### src/uart_baud_pkg.sv
/*
 * Package for the serial baud select, frame error and oscillator trim block.
 * Holds register offsets, field positions, reset values and enumerations.
 * Assumes an 8-bit special function register port on the system clock.
 */
package uart_baud_pkg;

	// Register offsets on the special function register port.
	localparam logic [7:0] OSC_TRIM_HIGH_ADDR    = 8'h84;
	localparam logic [7:0] OSC_TRIM_LOW_ADDR     = 8'h85;
	localparam logic [7:0] TIMER3_UART_CTRL_ADDR = 8'hC4;
	localparam logic [7:0] SERIAL_CTRL_ADDR      = 8'h98;
	localparam logic [7:0] POWER_CTRL_ADDR       = 8'h87;
	localparam logic [7:0] CLOCK_CTRL_ADDR       = 8'h8E;
	localparam logic [7:0] T1_RELOAD_ADDR        = 8'h8D;
	localparam logic [7:0] T3_RELOAD_LOW_ADDR    = 8'hC5;
	localparam logic [7:0] T3_RELOAD_HIGH_ADDR   = 8'hC6;
	localparam logic [7:0] TIMED_ACCESS_ADDR     = 8'hC7;

	// Field positions.
	localparam int PORT1_DOUBLE_POS = 7;
	localparam int PORT1_FE_ACC_POS = 6;
	localparam int BAUD_SRC_POS     = 5;
	localparam int DOUBLE_POS       = 7;
	localparam int FE_ACCESS_POS    = 6;
	localparam int FE_MODE0_POS     = 7;
	localparam int MULTIPROC_POS    = 5;
	localparam int T1_CLKSEL_POS    = 4;

	// Reset values; the trim value is a neutral factory default.
	localparam logic [7:0] TIMER3_UART_CTRL_RST = 8'h00;
	localparam logic [7:0] SFR_RST              = 8'h00;
	localparam logic [8:0] OSC_TRIM_RST         = 9'h100;

	// Unlock key bytes.
	localparam logic [7:0] KEY_FIRST  = 8'hAA;
	localparam logic [7:0] KEY_SECOND = 8'h55;

	// Fixed dividers, counted in system clocks.
	localparam logic [6:0] MODE0_DIV_SLOW = 7'h0C;
	localparam logic [6:0] MODE0_DIV_FAST = 7'h02;
	localparam logic [6:0] MODE2_DIV_SLOW = 7'h40;
	localparam logic [6:0] MODE2_DIV_FAST = 7'h20;
	localparam logic [3:0] T1_PRE_DIV     = 4'hC;

	// Timer 3 overflows per bit time for each port.
	localparam logic [16:0] T3_PORT0_DIV      = 17'h00020;
	localparam logic [16:0] T3_PORT0_DIV_FAST = 17'h00010;
	localparam logic [16:0] PORT1_T3_DIV      = 17'h00010;

	// Unlock sequence states.
	typedef enum logic [1:0]
	{
		KEY_IDLE = 2'b00,
		KEY_HALF = 2'b01,
		KEY_OPEN = 2'b10
	} key_state_t;

	// Register port request.
	typedef struct packed
	{
		logic [7:0] addr;
		logic [7:0] wdata;
		logic       wr;
		logic       rd;
	} sfr_req_t;

	// Received frame report from the shift logic.
	typedef struct packed
	{
		logic done;
		logic stopBit;
	} frame_rpt_t;

endpackage : uart_baud_pkg

### src/baud_divider.sv
/*
 * Programmable tick divider: one pulse every divisor input events.
 * Assumes the divisor is at least one and held steady while running.
 */
`timescale 1ns/1ns
module baud_divider
(
	input  wire logic        clk,      // System clock.
	input  wire logic        reset_n,  // Synchronous reset, active low.
	input  wire logic        stepIn,   // Input event to count.
	input  wire logic [16:0] divisor,  // Events per output tick.
	output logic             tickOut   // One-cycle output tick.
);
	logic [16:0] count_ff;

	// A divisor change takes effect at the next input event; a count already past it wraps at once, giving a short tick.
	always_ff @(posedge clk)
	begin
		if (!reset_n)
		begin
			count_ff <= 17'h00000;
			tickOut  <= 1'b0;
		end
		else
		begin
			tickOut <= 1'b0;
			if (stepIn)
			begin
				if (count_ff + 17'h00001 >= divisor)
				begin
					count_ff <= 17'h00000;
					tickOut  <= 1'b1;
				end
				else
				begin
					count_ff <= count_ff + 17'h00001;
				end
			end
		end
	end
endmodule : baud_divider

### src/uart_baud_select.sv
/*
 * Baud clock selection for both serial ports, frame error flag handling and
 * the internal oscillator trim registers behind a timed-access unlock.
 * Assumes a single-cycle register port and receive shift logic that reports
 * each finished frame with its sampled stop bit.
 */
`timescale 1ns/1ns
// Functional notes
// - Port 0 source: Timer 1 or Timer 3
// - Timer 1 baud: reload byte, divide 12
// - Clock select drops divide 12; avoid FFH
// - Timer 3 port 0: prescale, 16-bit reload
// - Nine-bit trim split over two registers
// - Trim resets to factory value, writes immediate
// - Frame check only in modes 1-3
// - Missing stop bit sets frame error
// - Access bit steers bit 7 meaning
// - Flag and mode bit stored separately
// - Flag sticky until software clears it
// - Mode 0 clock divide 12 or 2
// - Mode 2 clock divide 64 or 32
// - Port 1 uses Timer 3 only
module uart_baud_select
(
	input  wire logic                  clk,          // System clock.
	input  wire logic                  reset_n,      // Sync reset, low.
	input  wire uart_baud_pkg::sfr_req_t sfrReq,     // Register request.
	output logic [7:0]                 sfrRdata,     // Read data, next cycle.
	input  wire logic                  t1Overflow,   // Timer 1 overflow.
	input  wire logic                  t3Overflow,   // Timer 3 overflow.
	input  wire logic [1:0]            port0Mode,    // Port 0 mode.
	input  wire uart_baud_pkg::frame_rpt_t port0Rx,  // Port 0 frame end.
	output logic                       port0Tick,    // Port 0 baud tick.
	output logic                       port0ShiftTick, // Mode 0 shift.
	output logic                       port1Tick,    // Port 1 baud tick.
	output logic [8:0]                 oscTrim,      // Oscillator trim.
	output logic                       frameErr      // Frame error flag.
);
	logic [7:0]              t3Ctrl_ff;
	logic [7:0]              serCtrl_ff;
	logic [7:0]              powerCtrl_ff;
	logic [7:0]              clockCtrl_ff;
	logic [7:0]              t1Reload_ff;
	logic [7:0]              t3ReloadLow_ff;
	logic [7:0]              t3ReloadHigh_ff;
	logic [8:0]              trim_ff;
	logic                    frameErrFlag_ff;
	uart_baud_pkg::key_state_t keyState_ff;
	uart_baud_pkg::key_state_t nxt_keyState;
	logic [6:0]              sysDiv_ff;
	logic [3:0]              preDiv_ff;
	logic                    t1Step;
	logic [16:0]             t1Divisor;
	logic                    port0Raw;
	logic                    port0Sel;
	logic                    port0Fixed;
	logic [6:0]              fixedDiv;
	logic [16:0]             t3Divisor0;
	logic                    port0T3Tick;
	logic                    port1Raw;

	// Write decode used by every register process.
	function automatic logic hit(input uart_baud_pkg::sfr_req_t r,
		input logic [7:0] a);
		hit = r.wr && (r.addr == a);
	endfunction : hit

	wire trimWrite = (keyState_ff == uart_baud_pkg::KEY_OPEN);
	wire feAccess  = powerCtrl_ff[uart_baud_pkg::FE_ACCESS_POS];
	wire doubleBit = powerCtrl_ff[uart_baud_pkg::DOUBLE_POS];
	wire asyncMode = (port0Mode != 2'b00);

	// Timed-access unlock: the key opens for exactly the next write.
	always_comb
	begin
		nxt_keyState = uart_baud_pkg::KEY_IDLE;
		if (sfrReq.wr)
		begin
			if (hit(sfrReq, uart_baud_pkg::TIMED_ACCESS_ADDR)
				&& sfrReq.wdata == uart_baud_pkg::KEY_FIRST)
			begin
				nxt_keyState = uart_baud_pkg::KEY_HALF;
			end
			else if (keyState_ff == uart_baud_pkg::KEY_HALF
				&& hit(sfrReq, uart_baud_pkg::TIMED_ACCESS_ADDR)
				&& sfrReq.wdata == uart_baud_pkg::KEY_SECOND)
			begin
				nxt_keyState = uart_baud_pkg::KEY_OPEN;
			end
		end
		else
		begin
			nxt_keyState = keyState_ff;
		end
	end

	always_ff @(posedge clk)
	begin
		if (!reset_n)
			keyState_ff <= uart_baud_pkg::KEY_IDLE;
		else
			keyState_ff <= nxt_keyState;
	end

	// Trim value; a write changes the oscillator output at once.
	always_ff @(posedge clk)
	begin
		if (!reset_n)
			trim_ff <= uart_baud_pkg::OSC_TRIM_RST;
		else if (trimWrite
			&& hit(sfrReq, uart_baud_pkg::OSC_TRIM_HIGH_ADDR))
			trim_ff[8:1] <= sfrReq.wdata;
		else if (trimWrite
			&& hit(sfrReq, uart_baud_pkg::OSC_TRIM_LOW_ADDR))
			trim_ff[0] <= sfrReq.wdata[0];
	end

	// Plain control registers.
	always_ff @(posedge clk)
	begin
		if (!reset_n)
		begin
			t3Ctrl_ff       <= uart_baud_pkg::TIMER3_UART_CTRL_RST;
			powerCtrl_ff    <= uart_baud_pkg::SFR_RST;
			clockCtrl_ff    <= uart_baud_pkg::SFR_RST;
			t1Reload_ff     <= uart_baud_pkg::SFR_RST;
			t3ReloadLow_ff  <= uart_baud_pkg::SFR_RST;
			t3ReloadHigh_ff <= uart_baud_pkg::SFR_RST;
		end
		else
		begin
			if (hit(sfrReq, uart_baud_pkg::TIMER3_UART_CTRL_ADDR))
				t3Ctrl_ff <= sfrReq.wdata;
			if (hit(sfrReq, uart_baud_pkg::POWER_CTRL_ADDR))
				powerCtrl_ff <= sfrReq.wdata;
			if (hit(sfrReq, uart_baud_pkg::CLOCK_CTRL_ADDR))
				clockCtrl_ff <= sfrReq.wdata;
			if (hit(sfrReq, uart_baud_pkg::T1_RELOAD_ADDR))
				t1Reload_ff <= sfrReq.wdata;
			if (hit(sfrReq, uart_baud_pkg::T3_RELOAD_LOW_ADDR))
				t3ReloadLow_ff <= sfrReq.wdata;
			if (hit(sfrReq, uart_baud_pkg::T3_RELOAD_HIGH_ADDR))
				t3ReloadHigh_ff <= sfrReq.wdata;
		end
	end

	// Serial control; bit 7 goes to the mode bit only while access is off.
	always_ff @(posedge clk)
	begin
		if (!reset_n)
			serCtrl_ff <= uart_baud_pkg::SFR_RST;
		else if (hit(sfrReq, uart_baud_pkg::SERIAL_CTRL_ADDR))
		begin
			serCtrl_ff[6:0] <= sfrReq.wdata[6:0];
			if (!feAccess)
				serCtrl_ff[7] <= sfrReq.wdata[7];
		end
	end

	wire feWrite = hit(sfrReq, uart_baud_pkg::SERIAL_CTRL_ADDR) && feAccess;
	wire feEvent = port0Rx.done && asyncMode && !port0Rx.stopBit;

	// Sticky flag: a bad stop bit in the same cycle as a clear still wins.
	always_ff @(posedge clk)
	begin
		if (!reset_n)
			frameErrFlag_ff <= 1'b0;
		else if (feEvent)
			frameErrFlag_ff <= 1'b1;
		else if (feWrite)
			frameErrFlag_ff <= sfrReq.wdata[uart_baud_pkg::FE_MODE0_POS];
	end

	// Read data stand in the cycle after the strobe only.
	always_ff @(posedge clk)
	begin
		if (!reset_n)
			sfrRdata <= 8'h00;
		else if (!sfrReq.rd)
			sfrRdata <= 8'h00;
		else
		begin
			case (sfrReq.addr)
				uart_baud_pkg::OSC_TRIM_HIGH_ADDR:    sfrRdata <= trim_ff[8:1];
				uart_baud_pkg::OSC_TRIM_LOW_ADDR:     sfrRdata <= {7'h00, trim_ff[0]};
				uart_baud_pkg::TIMER3_UART_CTRL_ADDR: sfrRdata <= t3Ctrl_ff;
				uart_baud_pkg::SERIAL_CTRL_ADDR:
					sfrRdata <= {feAccess ? frameErrFlag_ff : serCtrl_ff[7],
						serCtrl_ff[6:0]};
				uart_baud_pkg::POWER_CTRL_ADDR:       sfrRdata <= powerCtrl_ff;
				uart_baud_pkg::CLOCK_CTRL_ADDR:       sfrRdata <= clockCtrl_ff;
				uart_baud_pkg::T1_RELOAD_ADDR:        sfrRdata <= t1Reload_ff;
				uart_baud_pkg::T3_RELOAD_LOW_ADDR:    sfrRdata <= t3ReloadLow_ff;
				uart_baud_pkg::T3_RELOAD_HIGH_ADDR:   sfrRdata <= t3ReloadHigh_ff;
				default:                              sfrRdata <= 8'h00;
			endcase
		end
	end

	// Timer 1 prescale: divide by 12 unless the clock select bit is set.
	always_ff @(posedge clk)
	begin
		if (!reset_n)
			preDiv_ff <= 4'h0;
		else if (preDiv_ff == uart_baud_pkg::T1_PRE_DIV - 4'h1)
			preDiv_ff <= 4'h0;
		else
			preDiv_ff <= preDiv_ff + 4'h1;
	end

	// Timer 1 here is modelled as the reload-byte auto-reload counter.
	assign t1Step = clockCtrl_ff[uart_baud_pkg::T1_CLKSEL_POS]
		? 1'b1 : (preDiv_ff == 4'h0);
	// 32 times (256 - reload) steps per bit, halved by the double-rate bit.
	assign t1Divisor = ({9'h000, 8'hFF - t1Reload_ff} + 17'h00001)
		<< (doubleBit ? 4 : 5);

	baud_divider u_t1Div
	(
		.clk     (clk),
		.reset_n (reset_n),
		.stepIn  (t1Step),
		.divisor (t1Divisor),
		.tickOut (port0Raw)
	);

	// Timer 3 overflows already carry prescale and 16-bit reload, so port 0
	// only counts 32 overflows per bit, 16 when doubled. Port 1 counts 16
	// and ignores the port 0 double-rate bit.
	assign t3Divisor0 = doubleBit ? uart_baud_pkg::T3_PORT0_DIV_FAST
		: uart_baud_pkg::T3_PORT0_DIV;

	baud_divider u_t3Div0
	(
		.clk     (clk),
		.reset_n (reset_n),
		.stepIn  (t3Overflow),
		.divisor (t3Divisor0),
		.tickOut (port0T3Tick)
	);

	baud_divider u_t3Div1
	(
		.clk     (clk),
		.reset_n (reset_n),
		.stepIn  (t3Overflow),
		.divisor (uart_baud_pkg::PORT1_T3_DIV),
		.tickOut (port1Raw)
	);

	// Port 0 source for modes 1 and 3.
	assign port0Sel = t3Ctrl_ff[uart_baud_pkg::BAUD_SRC_POS]
		? port0T3Tick : port0Raw;

	// Fixed rate divider for modes 0 and 2.
	always_comb
	begin
		case (port0Mode)
			2'b00: fixedDiv = serCtrl_ff[uart_baud_pkg::MULTIPROC_POS]
				? uart_baud_pkg::MODE0_DIV_FAST
				: uart_baud_pkg::MODE0_DIV_SLOW;
			2'b10: fixedDiv = doubleBit ? uart_baud_pkg::MODE2_DIV_FAST
				: uart_baud_pkg::MODE2_DIV_SLOW;
			default: fixedDiv = uart_baud_pkg::MODE0_DIV_SLOW;
		endcase
	end

	always_ff @(posedge clk)
	begin
		if (!reset_n)
			sysDiv_ff <= 7'h00;
		else if (sysDiv_ff + 7'h01 >= fixedDiv)
			sysDiv_ff <= 7'h00;
		else
			sysDiv_ff <= sysDiv_ff + 7'h01;
	end
	assign port0Fixed = (sysDiv_ff == 7'h00);

	// Registered outputs; each port tick marks one bit time.
	always_ff @(posedge clk)
	begin
		if (!reset_n)
		begin
			port0Tick      <= 1'b0;
			port0ShiftTick <= 1'b0;
			port1Tick      <= 1'b0;
		end
		else
		begin
			port0ShiftTick <= (port0Mode == 2'b00) && port0Fixed;
			port0Tick <= (port0Mode == 2'b10) ? port0Fixed
				: (port0Mode != 2'b00) && port0Sel;
			port1Tick <= port1Raw;
		end
	end

	assign oscTrim  = trim_ff;
	assign frameErr = frameErrFlag_ff;
endmodule : uart_baud_select

### config.mk
export PLATFORM = sky130hd
export DESIGN_NAME = uart_baud_select
export DESIGN_NICKNAME = d
export VERILOG_FILES = /design/src/uart_baud_pkg.sv /design/src/baud_divider.sv /design/src/uart_baud_select.sv
export SDC_FILE = /design/constraint.sdc
export NUM_CORES = 1
export LEC_CHECK = 0
export ABC_AREA = 1
export BUFFER_PORTS_ARGS = -buffer_cell sky130_fd_sc_hd__buf_2
export CORE_MARGIN = 2
export CORE_UTILIZATION = 60
export DETAILED_ROUTE_END_ITERATION = 12
export PLACE_DENSITY_LB_ADDON = 0.1
export SLEW_MARGIN = 20
export SYNTH_ARGS = -nofsm -noshare
export SYNTH_HDL_FRONTEND = slang
export SYNTH_SLANG_ARGS = --single-unit
### constraint.sdc
create_clock -name clk -period 5.1 [get_ports clk]
set_clock_uncertainty 0.15 [all_clocks]
set_input_delay 0.255 -clock clk [delete_from_list [all_inputs] [get_ports clk]]
set_output_delay 0.255 -clock clk [all_outputs]
set_load 0.02 [all_outputs]
==> metrics.md, run 1 <==
| Metric | Value |
|---|---|
| Critical Path Start Type | flop |
| DRT Pass-1 Iters | 5 |
| Placed Instances | 1198 |
| Post-synthesis cell type count | 42 |
| Actual slew at the worst max-slew pin | about 1.0 ns |
| Synth Area per Inst | slightly above 7 um2 |
| Final nets | 1124 |
| Largest net degree at the start of global routing | 64 |
| Gate power share | 5.5% |
| First-pass GRT wire length | 29440 um |
| Detailed placement HPWL | 12220 um |
| Post-synth EDFFs | 0 |
| M1 GR Usage | 34.30% |
| Area grow syn2layout | 12.14% |
| Row Count | 40 |
| M3 GR Usage | 6.326% |
| CP bufs+invs | 1 |
| Grt met2 use | 47.88% |
| Core Region | 0.01201 mm2 |
| Final cycle utilization of the critical path | between 60% and 70% |
| Top FF cell, synth | dfxtp_1 |
| Die extent in x | 115.0 um |
| Hold_sp | port0Rx[0] |
| Routed len/inst | 14.42 um |
| Critical path class | flop to flop |
| CTS tree | done |
| DRT iter0 DRCs | 523 |
| Skew-Pair Late Insertion Delay | 0.43 ns |
| Fin cells | 1230 |
| Fillers | ~1100 |
| I/O pin count | 47 |
| Setup ws final | 1.969 ns |
| Worst EP arrival | 3.32 ns |
| Crit-path leading delay family | simple AND/OR/NAND/NOR gates |
| Largest family of logic cells by synthesized area | simple AND/OR/NAND/NOR gates |
| Hold path depth | 4 |
| Synth Area in Compound Gates | around 14% |
| Int Power | 1951 uW |
| Worst reg-to-reg setup slack | ~2.0 ns |
| CTS clk-pin slew, worst paths | 0.06 ns |
| Status | finished, final reports clean |
| RSZ-0062 raised after global routing | no |
| Static Leakage | 0.003461 uW |
| WP data required | 5.29 ns |
| # hold bufs at CTS | 2 |
| Crit path depth | 15 |
| Layout cells sized above 1 | approximately 10% |
| Initial antenna violation count | 0 |
| TritonCTS Buffers | 17 |
| Starting Density | 61.50% |
| Max FO, Critical Path | 15 |
| N_diodes | 0 |
| Post-route ant nets | 0 |
| Top cell type's share of synthesized area | roughly two fifths |
| Setup Viol. Count Final | 0 |
| Mux cell area share after synthesis | less than 1% |
| Seq/Total Area, Yosys | 39.02% |
| Worst r2r src | t1Reload_ff[0] |
| Syn nets | approximately 1100 |
| Worst path cell trace | inv_1 > ha_1 > nand3_1 > nor3_1 > xor2_1 > nand2_1 > o21ai_0 > ha_1 > a21oi_1 > nor2_1 > a211oi_1 > nand2_1 > nand2_1 > nand3_1 > a21oi_1 |
| Max incr delay on CP | 0.42 ns |
| Vias in the first global route | 6326 |
| Mapped Area | about 0.0074 mm2 |
| Setup Slack @ Placement | 2.054 ns |
| Final hold viol count | 0 |
| Placer Congestion | 0.8819 |
| Most frequent CP cell | nand2_1 |
| Post-CTS Setup Bufs | 0 |
| DRC | 0 |
| Max-slew headroom | 30.83% |
| Hold WC Path Type | input pin to flop |
| Gr usage total | 28.07% |
| Maximum vdd drop | 0.2531 mV |
| Setup TNS | 0 ns |
| Via count | 6835 |
| Cts repair resizes | 0 |
| Asr flop ratio synth | 0% |
| #FFs+latches synth | 144 |
| DRT Wirelength | 17740 um |
| Adder-cell share of the synthesized area | around 4.4% |
| # port buffers | 45 |
| Xor/xnor share of the synthesized area | 3.913% |
| NetSw | 580.8 uW |
| Post-Syn Instances | 1033 |
| Critical-path top delay cell | nand2_1 |
| Yosys warns | 0 |
| Clk network pwr share | 48.9% |
| Vias/cell | 5.557 |
| CTS HTree Levels | 4 |
| Ranking of synthesized cells by area | dfxtp_1 39%, nand2_1 9.1%, inv_1 6.4% |
| CP endpoint | u_t1Div.count_ff[9] |
| Fmax | ~320 MHz |
| Sequential Power Share | roughly 46% |
| Post-synth top area cell | dfxtp_1 |
| GR peak layer | met2 |
| Maximum clock path buffer count | 2 |
| Tmin final | 3.131 ns |
| Critical R2R Capture | u_t1Div.count_ff[9] |
| Root Driver | clkbuf_16 |
| Die height | 115.0 um |
| Worst hold margin | roughly 0.014 ns |
| Simple-gate share of the synthesized area | 29.18% |
| Most instantiated cells after synthesis | 179 x nand2_1, 144 x dfxtp_1, 125 x inv_1 |
| Most numerous cell in the Yosys netlist | nand2_1 |
| Number of max-cap violations | 0 |
| Max Slew Vio Count | 0 |
| Origin of the worst setup path | t1Reload_ff[0] |
| Worst Reg2Reg Path Length in Cells | 15 |
| Power density cells | 305.6 mW/mm2 |
| # clock sinks | approximately 140 |
| Die Area | approximately 0.013 mm2 |
| Switch share | a little under a quarter |
| Setup crit end kind | flop |
| GRT overflow | 0 |
## cell usage in the layout, fill, tap and decap left out, types with 27 or more instances in the layout
| master | count |
|---|---|
| nand2_1 | 179 |
| o21ai_0 | 70 |
| inv_1 | 125 |
| buf_2 | 45 |
| nand3_1 | 76 |
| nor2_1 | 122 |
| nor3_1 | 35 |
| a21oi_1 | 80 |
| xor2_1 | 27 |
| dfxtp_1 | 144 |
## logic make-up (layout without fill, tap and decap cells)
family / after synthesis / after routing
AO/OA/AOI/OAI: 190 / 190
XOR/XNOR: 33 / 33
adder cells (fa/ha/maj): 26 / 26
buffers and inverters: 162 / 212
flip-flops: 144 / 144
multiplexers: 4 / 4
AND/OR/NAND/NOR: 474 / 474
## worst min path at each step
stage                      to
floorplan           port0Tick
global placement    port1Tick
detailed placement  port1Tick
CTS                  frameErr
global route         frameErr
finish               frameErr
## power by group through the flow
| stage | sequential, uW | clock (uW) | combinational, uW |
|---|---|---|---|
| after detailed placement | 1180 | 0 | 137 |
| after global routing | 1150 | 1300 | 157 |
| after floorplan | 1180 | 0 | 90.4 |
| after global placement | 1180 | 0 | 136 |
| final | 1150 | 1240 | 140 |
| after CTS | 1150 | 1250 | 140 |
## metal layers
metal / vias up / routed length [um]
met2: 176 / 8651
li1: 3497 / -
met1: 3123 / 7787
met4: 0 / 508
met3: 39 / 788
met5: - / 0
## sequential cells by signal, summed over array words and instances, names as in the netlist, 9 cells and up
name,count
oscTrim,9
u_t1Div.count_ff,17
u_t3Div0.count_ff,17
u_t3Div1.count_ff,17
## through the flow
stage	area, um2	total power (uW)	util [%]
6_report	8284	2531	68.97
5_1_grt	8284	2612	68.97
4_1_cts	8284	2545	68.97
3_5_place_dp	7674	1314	63.89
3_3_place_gp	7674	1313	63.89
2_1_floorplan	7387	1266	-
## tightest hold or removal path: cells and delay by family
family                 cells  cell delay, ns
buffers and inverters      2            0.12
AO/OA/AOI/OAI              1            0.11
AND/OR/NAND/NOR            1            0.07
## final cells by class
| type | instances | area [um2] | share of cell area (%) |
|---|---|---|---|
| Tap cell | 147 | 183.9 | 2.220 |
| Sequential cell | 144 | 2883 | 34.80 |
| Multi-Input combinational cell | 727 | 3867 | 46.68 |
| Clock buffer | 23 | 488.0 | 5.890 |
| Clock inverter | 7 | 102.6 | 1.238 |
| Inverter | 133 | 499.2 | 6.026 |
| Timing Repair Buffer | 49 | 260.3 | 3.142 |
Power figures use the tool's default switching activity.
==> run 2, diff against run 1 <==
==> constraint.sdc (replaced) <==
create_clock -name clk -period 3 [get_ports clk]
set_clock_uncertainty 0.15 [all_clocks]
set_input_delay 0.15 -clock clk [delete_from_list [all_inputs] [get_ports clk]]
set_output_delay 0.15 -clock clk [all_outputs]
set_load 0.02 [all_outputs]
==> run 2 against run 1 <==
Net effect:
- routed wire length is 3.2% higher
- cell count increased by 1.5%
- setup slack lost 1.7 ns
- first-iteration DRC count is 11% lower
- register-to-register slack got worse by 1.7 ns
- via count up 0.40%
- global-route usage rose by 1.4 points
- count of clock-buffer cells in the layout shrank 6
- maximum frequency grew 13%
- largest cell class unchanged
==> metrics.md, run 2 (synthesis results as in run 1) <==
| Metric | Value |
|---|---|
| Root Driver | clkbuf_16 (unchanged) |
| Setup Viol. Count Final | 0 (unchanged) |
| Number of max-cap violations | 0 (unchanged) |
| Actual slew at the worst max-slew pin | 0.8327 ns (was 1.036 ns) |
| Fin cells | 1249 (was 1230) |
| Core Region | 0.01201 mm2 (unchanged) |
| Die height | 115.0 um (unchanged) |
| TritonCTS Buffers | 17 (unchanged) |
| Layout cells sized above 1 | 11.62% (was 10.25%) |
| Worst r2r src | t1Reload_ff[0] (unchanged) |
| Largest regs | u_t1Div.count_ff x17, u_t3Div0.count_ff x17, u_t3Div1.count_ff x17 (unchanged) |
| Placer Congestion | 0.8861 (was 0.8819) |
| Post-CTS Setup Bufs | 0 (unchanged) |
| Placed Instances | 1203 (was 1198) |
| Worst EP arrival | 2.98 ns (was 3.32 ns) |
| Skew-Pair Late Insertion Delay | 0.43 ns (about the same) |
| Fmax | 360.3 MHz (was 319.4 MHz) |
| Most frequent cells in the layout | 179 x nand2_1, 143 x dfxtp_1, 124 x inv_1 (was 179 x nand2_1, 144 x dfxtp_1, 125 x inv_1) |
| Area grow syn2layout | 14.69% (was 12.14%) |
| Status | finished, final reports clean (unchanged) |
| Critical-path top delay cell | dfxtp_1 (was nand2_1) |
| Post-route ant nets | 0 (unchanged) |
| Worst path cell trace | inv_1 > ha_2 > nand3_2 > nor3_4 > xor2_1 > nand2_1 > o21ai_0 > ha_1 > a21oi_1 > nor2_1 > a211oi_1 > nand2_1 > nand2_1 > buf_12 > nand3_1 > a21oi_2 (was inv_1 > ha_1 > nand3_1 > nor3_1 > xor2_1 > nand2_1 > o21ai_0 > ha_1 > a21oi_1 > nor2_1 > a211oi_1 > nand2_1 > nand2_1 > nand3_1 > a21oi_1) |
| Row Count | 40 (unchanged) |
| Hold WC Path Type | input pin to flop (unchanged) |
| Hold path depth | 3 (was 4) |
| Routed len/inst | 14.65 um (was 14.42 um) |
| Die Area | 0.01322 mm2 (unchanged) |
| Gr usage total | 29.44% (was 28.07%) |
| Max incr delay on CP | 0.32 ns (was 0.42 ns) |
| # port buffers | 45 (unchanged) |
| Worst reg-to-reg setup slack | 0.22 ns (was 1.97 ns) |
| CP bufs+invs | 2 (was 1) |
| WP data required | 3.21 ns (was 5.29 ns) |
| Largest net degree at the start of global routing | 37 (was 64) |
| DRC | 0 (unchanged) |
| Maximum vdd drop | 0.4690 mV (was 0.2531 mV) |
| Maximum clock path buffer count | 2 (unchanged) |
| Final hold viol count | 0 (unchanged) |
| Hold_sp | reset_n (was port0Rx[0]) |
| GRT overflow | 0 (unchanged) |
| Worst hold margin | 0.03670 ns (was 0.01440 ns) |
| DRT iter0 DRCs | 466 (was 523) |
| Critical R2R Capture | u_t1Div.count_ff[0] (was u_t1Div.count_ff[9]) |
| I/O pin count | 47 (unchanged) |
| Max Slew Vio Count | 0 (unchanged) |
| Crit-path leading delay family | simple AND/OR/NAND/NOR gates (unchanged) |
| Most frequent CP cell | nand2_1 (unchanged) |
| Final nets | 1141 (was 1124) |
| DRT Pass-1 Iters | 5 (unchanged) |
| Vias/cell | 5.494 (was 5.557) |
| Starting Density | 61.50% (unchanged) |
| Worst Reg2Reg Path Length in Cells | 16 (was 15) |
| DRT Wirelength | 18300 um (was 17740 um) |
| Most common cell after layout, fill and taps aside | nand2_1 (unchanged) |
| Tmin final | 2.776 ns (was 3.131 ns) |
| Origin of the worst setup path | t1Reload_ff[0] (unchanged) |
| Critical path class | flop to flop (unchanged) |
| Max-slew headroom | 44.07% (was 30.83%) |
| CTS HTree Levels | 4 (unchanged) |
| Die extent in x | 115.0 um (unchanged) |
| First-pass GRT wire length | 30730 um (was 29440 um) |
| N_diodes | 0 (unchanged) |
| Setup crit end kind | flop (unchanged) |
| Initial antenna violation count | 0 (unchanged) |
| Via count | 6862 (was 6835) |
| Detailed placement HPWL | 12600 um (was 12220 um) |
| Critical Path Start Type | flop (unchanged) |
| Hold endpoint | port1Tick (was frameErr) |
| CTS clk-pin slew, worst paths | 0.06 ns (about the same) |
| Final cycle utilization of the critical path | 92.53% (was 61.40%) |
| Static Leakage | 0.003548 uW (was 0.003461 uW) |
| # clock sinks | 144 (unchanged) |
| Power density cells | 505.4 mW/mm2 (was 305.6 mW/mm2) |
| CTS tree | done (unchanged) |
| Util after Layout | 70.53% (was 68.97%) |
| Vias in the first global route | 6521 (was 6326) |
| Max FO, Critical Path | 14 (was 15) |
==> run 2: final cells by class <==
type,count,area (um2)
clock inverter,15,147.6
fill,1044,3540
timing repair buffer,66,430.4
inverter,133,499.2
multi-input combinational,727,3901
tap,147,183.9
clock buffer,17,425.4
sequential,144,2884
==> run 2: worst reg2reg max path, stage by stage (launching register included) <==
cell	delay, ns
dfxtp_1	0.32
inv_1	0.11
ha_2	0.21
nand3_2	0.11
nor3_4	0.22
xor2_1	0.20
nand2_1	0.06
o21ai_0	0.08
ha_1	0.27
a21oi_1	0.13
nor2_1	0.05
a211oi_1	0.18
nand2_1	0.08
nand2_1	0.12
buf_12	0.16
nand3_1	0.11
a21oi_2	0.16
==> run 2: repair_timing <==
item	in CTS	in global routing
endpoints found under the hold margin	26	0
endpoints found under the setup margin	0	14
resized for setup	0	9
hold buffers	14	0
==> run 2: worst max path at each step <==
stage                                end  slack (ns)  cells after the start
floorplan            u_t1Div.count_ff[5]        0.34                     16
global placement    u_t1Div.count_ff[11]        0.26                     16
detailed placement  u_t1Div.count_ff[10]        0.20                     16
CTS                 u_t1Div.count_ff[10]        0.17                     17
global route         u_t1Div.count_ff[0]       -0.07                     16
finish               u_t1Div.count_ff[0]        0.22                     16
==> run 2: per-layer routing <==
layer / track usage [%] / up-vias / part of all wire, %
li1: - / 3527 / -
met1: 36.75 / 3115 / 45
met2: 48.94 / 183 / 48
met3: 7.116 / 37 / 5.2
met4: 12.13 / 0 / 2.6
met5: 0 / - / 0
==> run 2: per-stage QoR <==
step / total power (uW) / area, um2 / setup TNS (ns) / setup WS [ns]
after global routing: 4395 / 8472 / -0.3883 / -0.06733
final: 4282 / 8472 / 0 / 0.2242
after global placement: 2235 / 7724 / 0 / 0.2586
after detailed placement: 2238 / 7724 / 0 / 0.2013
after floorplan: 2153 / 7387 / 0 / 0.3430
after CTS: 4296 / 8437 / 0 / 0.1693
==> run 2: where the power goes <==
| part | leakage, uW | internal [uW] | switching, uW |
|---|---|---|---|
| registers | 0.00116 | 1940 | 23.7 |
| clock network | 0.000279 | 1160 | 899 |
| logic | 0.00211 | 84.2 | 175 |
| total | 0.00355 | 3180 | 1100 |
==> run 3, diff against run 2 <==
--- a/config.mk
+++ b/config.mk
@@ -6,10 +6,10 @@
 export NUM_CORES = 1
 export LEC_CHECK = 0
 export ABC_AREA = 1
-export BUFFER_PORTS_ARGS = -buffer_cell sky130_fd_sc_hd__buf_2
 export CORE_MARGIN = 2
 export CORE_UTILIZATION = 60
 export DETAILED_ROUTE_END_ITERATION = 12
+export DONT_BUFFER_PORTS = 1
 export PLACE_DENSITY_LB_ADDON = 0.1
 export SLEW_MARGIN = 20
 export SYNTH_ARGS = -nofsm -noshare
==> run 3 against run 2 <==
Net effect:
- combinational power down 5%
- setup slack improved by 0.071 ns
- die area is the same
- core utilization shrank 0.58 points
- hold slack worse by 0.025 ns
- power rose by 3.0%
- first-iteration DRC count is 19% higher
- critical path depth did not move
- critical path type unchanged
==> metrics.md, run 3 (synthesis results as in run 1) <==
| Metric | Value |
|---|---|
| Status | finished, final reports clean (unchanged) |
| M3 GR Usage | 6.220% (was 7.116%) |
| Crit path depth | 16 (unchanged) |
| Hold WC Path Type | input pin to flop (unchanged) |
| First-pass GRT wire length | 30490 um (was 30730 um) |
| Util after Layout | 69.95% (was 70.53%) |
| I/O pin count | 47 (unchanged) |
| Worst path cell trace | inv_2 > ha_2 > nand3_2 > nor3_4 > xor2_1 > nand2_1 > o21ai_0 > ha_1 > a21oi_1 > nor2_1 > a211oi_1 > nand2_1 > nand2_1 > buf_4 > nand3_1 > a21oi_1 (was inv_1 > ha_2 > nand3_2 > nor3_4 > xor2_1 > nand2_1 > o21ai_0 > ha_1 > a21oi_1 > nor2_1 > a211oi_1 > nand2_1 > nand2_1 > buf_12 > nand3_1 > a21oi_2) |
| Setup Viol. Count Final | 0 (unchanged) |
| Placer Congestion | 0.8438 (was 0.8861) |
| GRT overflow | 0 (unchanged) |
| Critical path class | flop to flop (unchanged) |
| DRC | 0 (unchanged) |
| DRT iter0 DRCs | 556 (was 466) |
| Fillers | 1002 (was 1044) |
| Crit-path leading delay family | simple AND/OR/NAND/NOR gates (unchanged) |
| Static Leakage | 0.003408 uW (was 0.003548 uW) |
| Die height | 115.0 um (unchanged) |
| Routed len/inst | 15.17 um (was 14.65 um) |
| Hold endpoint | oscTrim[0] (was port1Tick) |
| Area grow syn2layout | 13.74% (was 14.69%) |
| Final cycle utilization of the critical path | 90.18% (was 92.53%) |
| Row Count | 40 (unchanged) |
| WP data required | 3.20 ns (was 3.21 ns) |
| Largest regs | u_t1Div.count_ff x17, u_t3Div0.count_ff x17, u_t3Div1.count_ff x17 (unchanged) |
| Die Area | 0.01322 mm2 (unchanged) |
| Placed Instances | 1158 (was 1203) |
| Skew-Pair Late Insertion Delay | 0.42 ns (was 0.43 ns) |
| Most frequent CP cell | nand2_1 (unchanged) |
| Largest net degree at the start of global routing | 63 (was 37) |
| Worst hold margin | 0.01219 ns (was 0.03670 ns) |
| Max Slew Vio Count | 0 (unchanged) |
| Hold_sp | sfrReq[1] (was reset_n) |
| Critical Path Start Type | flop (unchanged) |
| Setup crit end kind | flop (unchanged) |
| Worst Reg2Reg Path Length in Cells | 16 (unchanged) |
| CP bufs+invs | 2 (unchanged) |
| RSZ-0062 raised after global routing | no |
| Core Region | 0.01201 mm2 (unchanged) |
| Maximum vdd drop | 0.5310 mV (was 0.4690 mV) |
| Most common cell after layout, fill and taps aside | nand2_1 (unchanged) |
| N_diodes | 0 (unchanged) |
| Critical-path top delay cell | dfxtp_1 (unchanged) |
| CTS tree | done (unchanged) |
| Root Driver | clkbuf_16 (unchanged) |
| Vias/cell | 5.646 (was 5.494) |
| M1 GR Usage | 35.17% (was 36.75%) |
| Setup ws final | 0.2947 ns (was 0.2242 ns) |
| Starting Density | 61.50% (unchanged) |
| Grt met2 use | 49.14% (was 48.94%) |
| Power density cells | 525.1 mW/mm2 (was 505.4 mW/mm2) |
| Setup Slack @ Placement | 0.1673 ns (was 0.2013 ns) |
| Maximum clock path buffer count | 2 (unchanged) |
| Initial antenna violation count | 0 (unchanged) |
| Max-slew headroom | 43.14% (was 44.07%) |
| Final hold viol count | 0 (unchanged) |
| Post-CTS Setup Bufs | 0 (unchanged) |
| Detailed placement HPWL | 12460 um (was 12600 um) |
| Worst r2r src | t1Reload_ff[0] (unchanged) |
| DRT Wirelength | 18400 um (was 18300 um) |
| Via count | 6849 (was 6862) |
| DRT Pass-1 Iters | 6 (was 5) |
| Max FO, Critical Path | 10 (was 14) |
| TritonCTS Buffers | 17 (unchanged) |
| Post-route ant nets | 0 (unchanged) |
| Max incr delay on CP | 0.34 ns (was 0.32 ns) |
| Fin cells | 1213 (was 1249) |
| Tmin final | 2.705 ns (was 2.776 ns) |
| Gr usage total | 28.91% (was 29.44%) |
| # clock sinks | 144 (unchanged) |
| Vias in the first global route | 6559 (was 6521) |
| CTS HTree Levels | 4 (unchanged) |
| Most frequent cells in the layout | 179 x nand2_1, 143 x dfxtp_1, 123 x inv_1 (was 179 x nand2_1, 143 x dfxtp_1, 124 x inv_1) |
| Worst reg-to-reg setup slack | 0.29 ns (was 0.22 ns) |
| Die extent in x | 115.0 um (unchanged) |
| GR peak layer | met2 (unchanged) |
| Number of max-cap violations | 0 (unchanged) |
| Setup TNS | 0 ns (unchanged) |
| Fmax | 369.6 MHz (was 360.3 MHz) |
| Final nets | 1106 (was 1141) |
| Layout cells sized above 1 | 7.598% (was 11.62%) |
| CTS clk-pin slew, worst paths | 0.06 ns (about the same) |
| # port buffers | 0 (was 45) |
| Actual slew at the worst max-slew pin | 0.8465 ns (was 0.8327 ns) |
| Hold path depth | 3 (unchanged) |
| Critical R2R Capture | u_t1Div.count_ff[2] (was u_t1Div.count_ff[0]) |
| Worst EP arrival | 2.90 ns (was 2.98 ns) |
run 3: changes by cell type in the layout (fill, tap and decap cells not counted), moves of 4 or more:
| cell | before | now |
|---|---|---|
| buf_2 | 45 | 0 |
| clkbuf_8 | 0 | 4 |
| dlygate4sd3_1 | 14 | 22 |
| inv_6 | 6 | 1 |
run 3: per-stage QoR:
stage | instance area, um2 | power [uW]
floorplan | 7387 | 2153
global placement | 7486 | 2183
detailed placement | 7486 | 2187
CTS | 8362 | 4417
global route | 8402 | 4543
finish | 8402 | 4412
run 3: cell type report:
| type | instances | area (um2) | area share (%) |
|---|---|---|---|
| Multi-Input combinational cell | 727 | 3906 | 46.49 |
| Clock buffer | 23 | 488.0 | 5.808 |
| Clock inverter | 8 | 127.6 | 1.519 |
| Sequential cell | 144 | 2884 | 34.33 |
| Tap cell | 147 | 183.9 | 2.189 |
| Inverter | 133 | 499.2 | 5.942 |
| Timing Repair Buffer | 31 | 312.8 | 3.723 |
run 3: power by group:
part / switching [uW] / internal [uW] / total (uW)
sequential: 27.4 / 1940 / 1960
clock: 807 / 1390 / 2200
combinational: 164 / 82.5 / 246
run 3: layer usage:
layer / share of wire, % / wire (um)
met5: 0 / 0
met4: 3.1 / 564
met3: 5.1 / 939
met2: 48 / 8913
met1: 43 / 7980
run 3: worst max path at each step:
stage                        startpoint                   to
floorplan                t1Reload_ff[0]  u_t1Div.count_ff[5]
global placement         t1Reload_ff[0]  u_t1Div.count_ff[2]
detailed placement       t1Reload_ff[0]  u_t1Div.count_ff[2]
CTS                      t1Reload_ff[0]  u_t1Div.count_ff[2]
global route        u_t1Div.count_ff[1]  u_t1Div.count_ff[3]
finish                   t1Reload_ff[0]  u_t1Div.count_ff[2]
run 3: timing repair:
item / CTS / global route
gates resized for setup: 0 / 10
hold buffers: 24 / 0
hold endpoints to repair: 125 / 0
endpoints found under the setup margin: 0 / 15
run 3: tightest hold or removal path, delay by kind of cell:
family | cells | cell delay (ns)
AOI/OAI and AO/OA | 1 | 0.07
and+or+nand+nor | 2 | 0.31
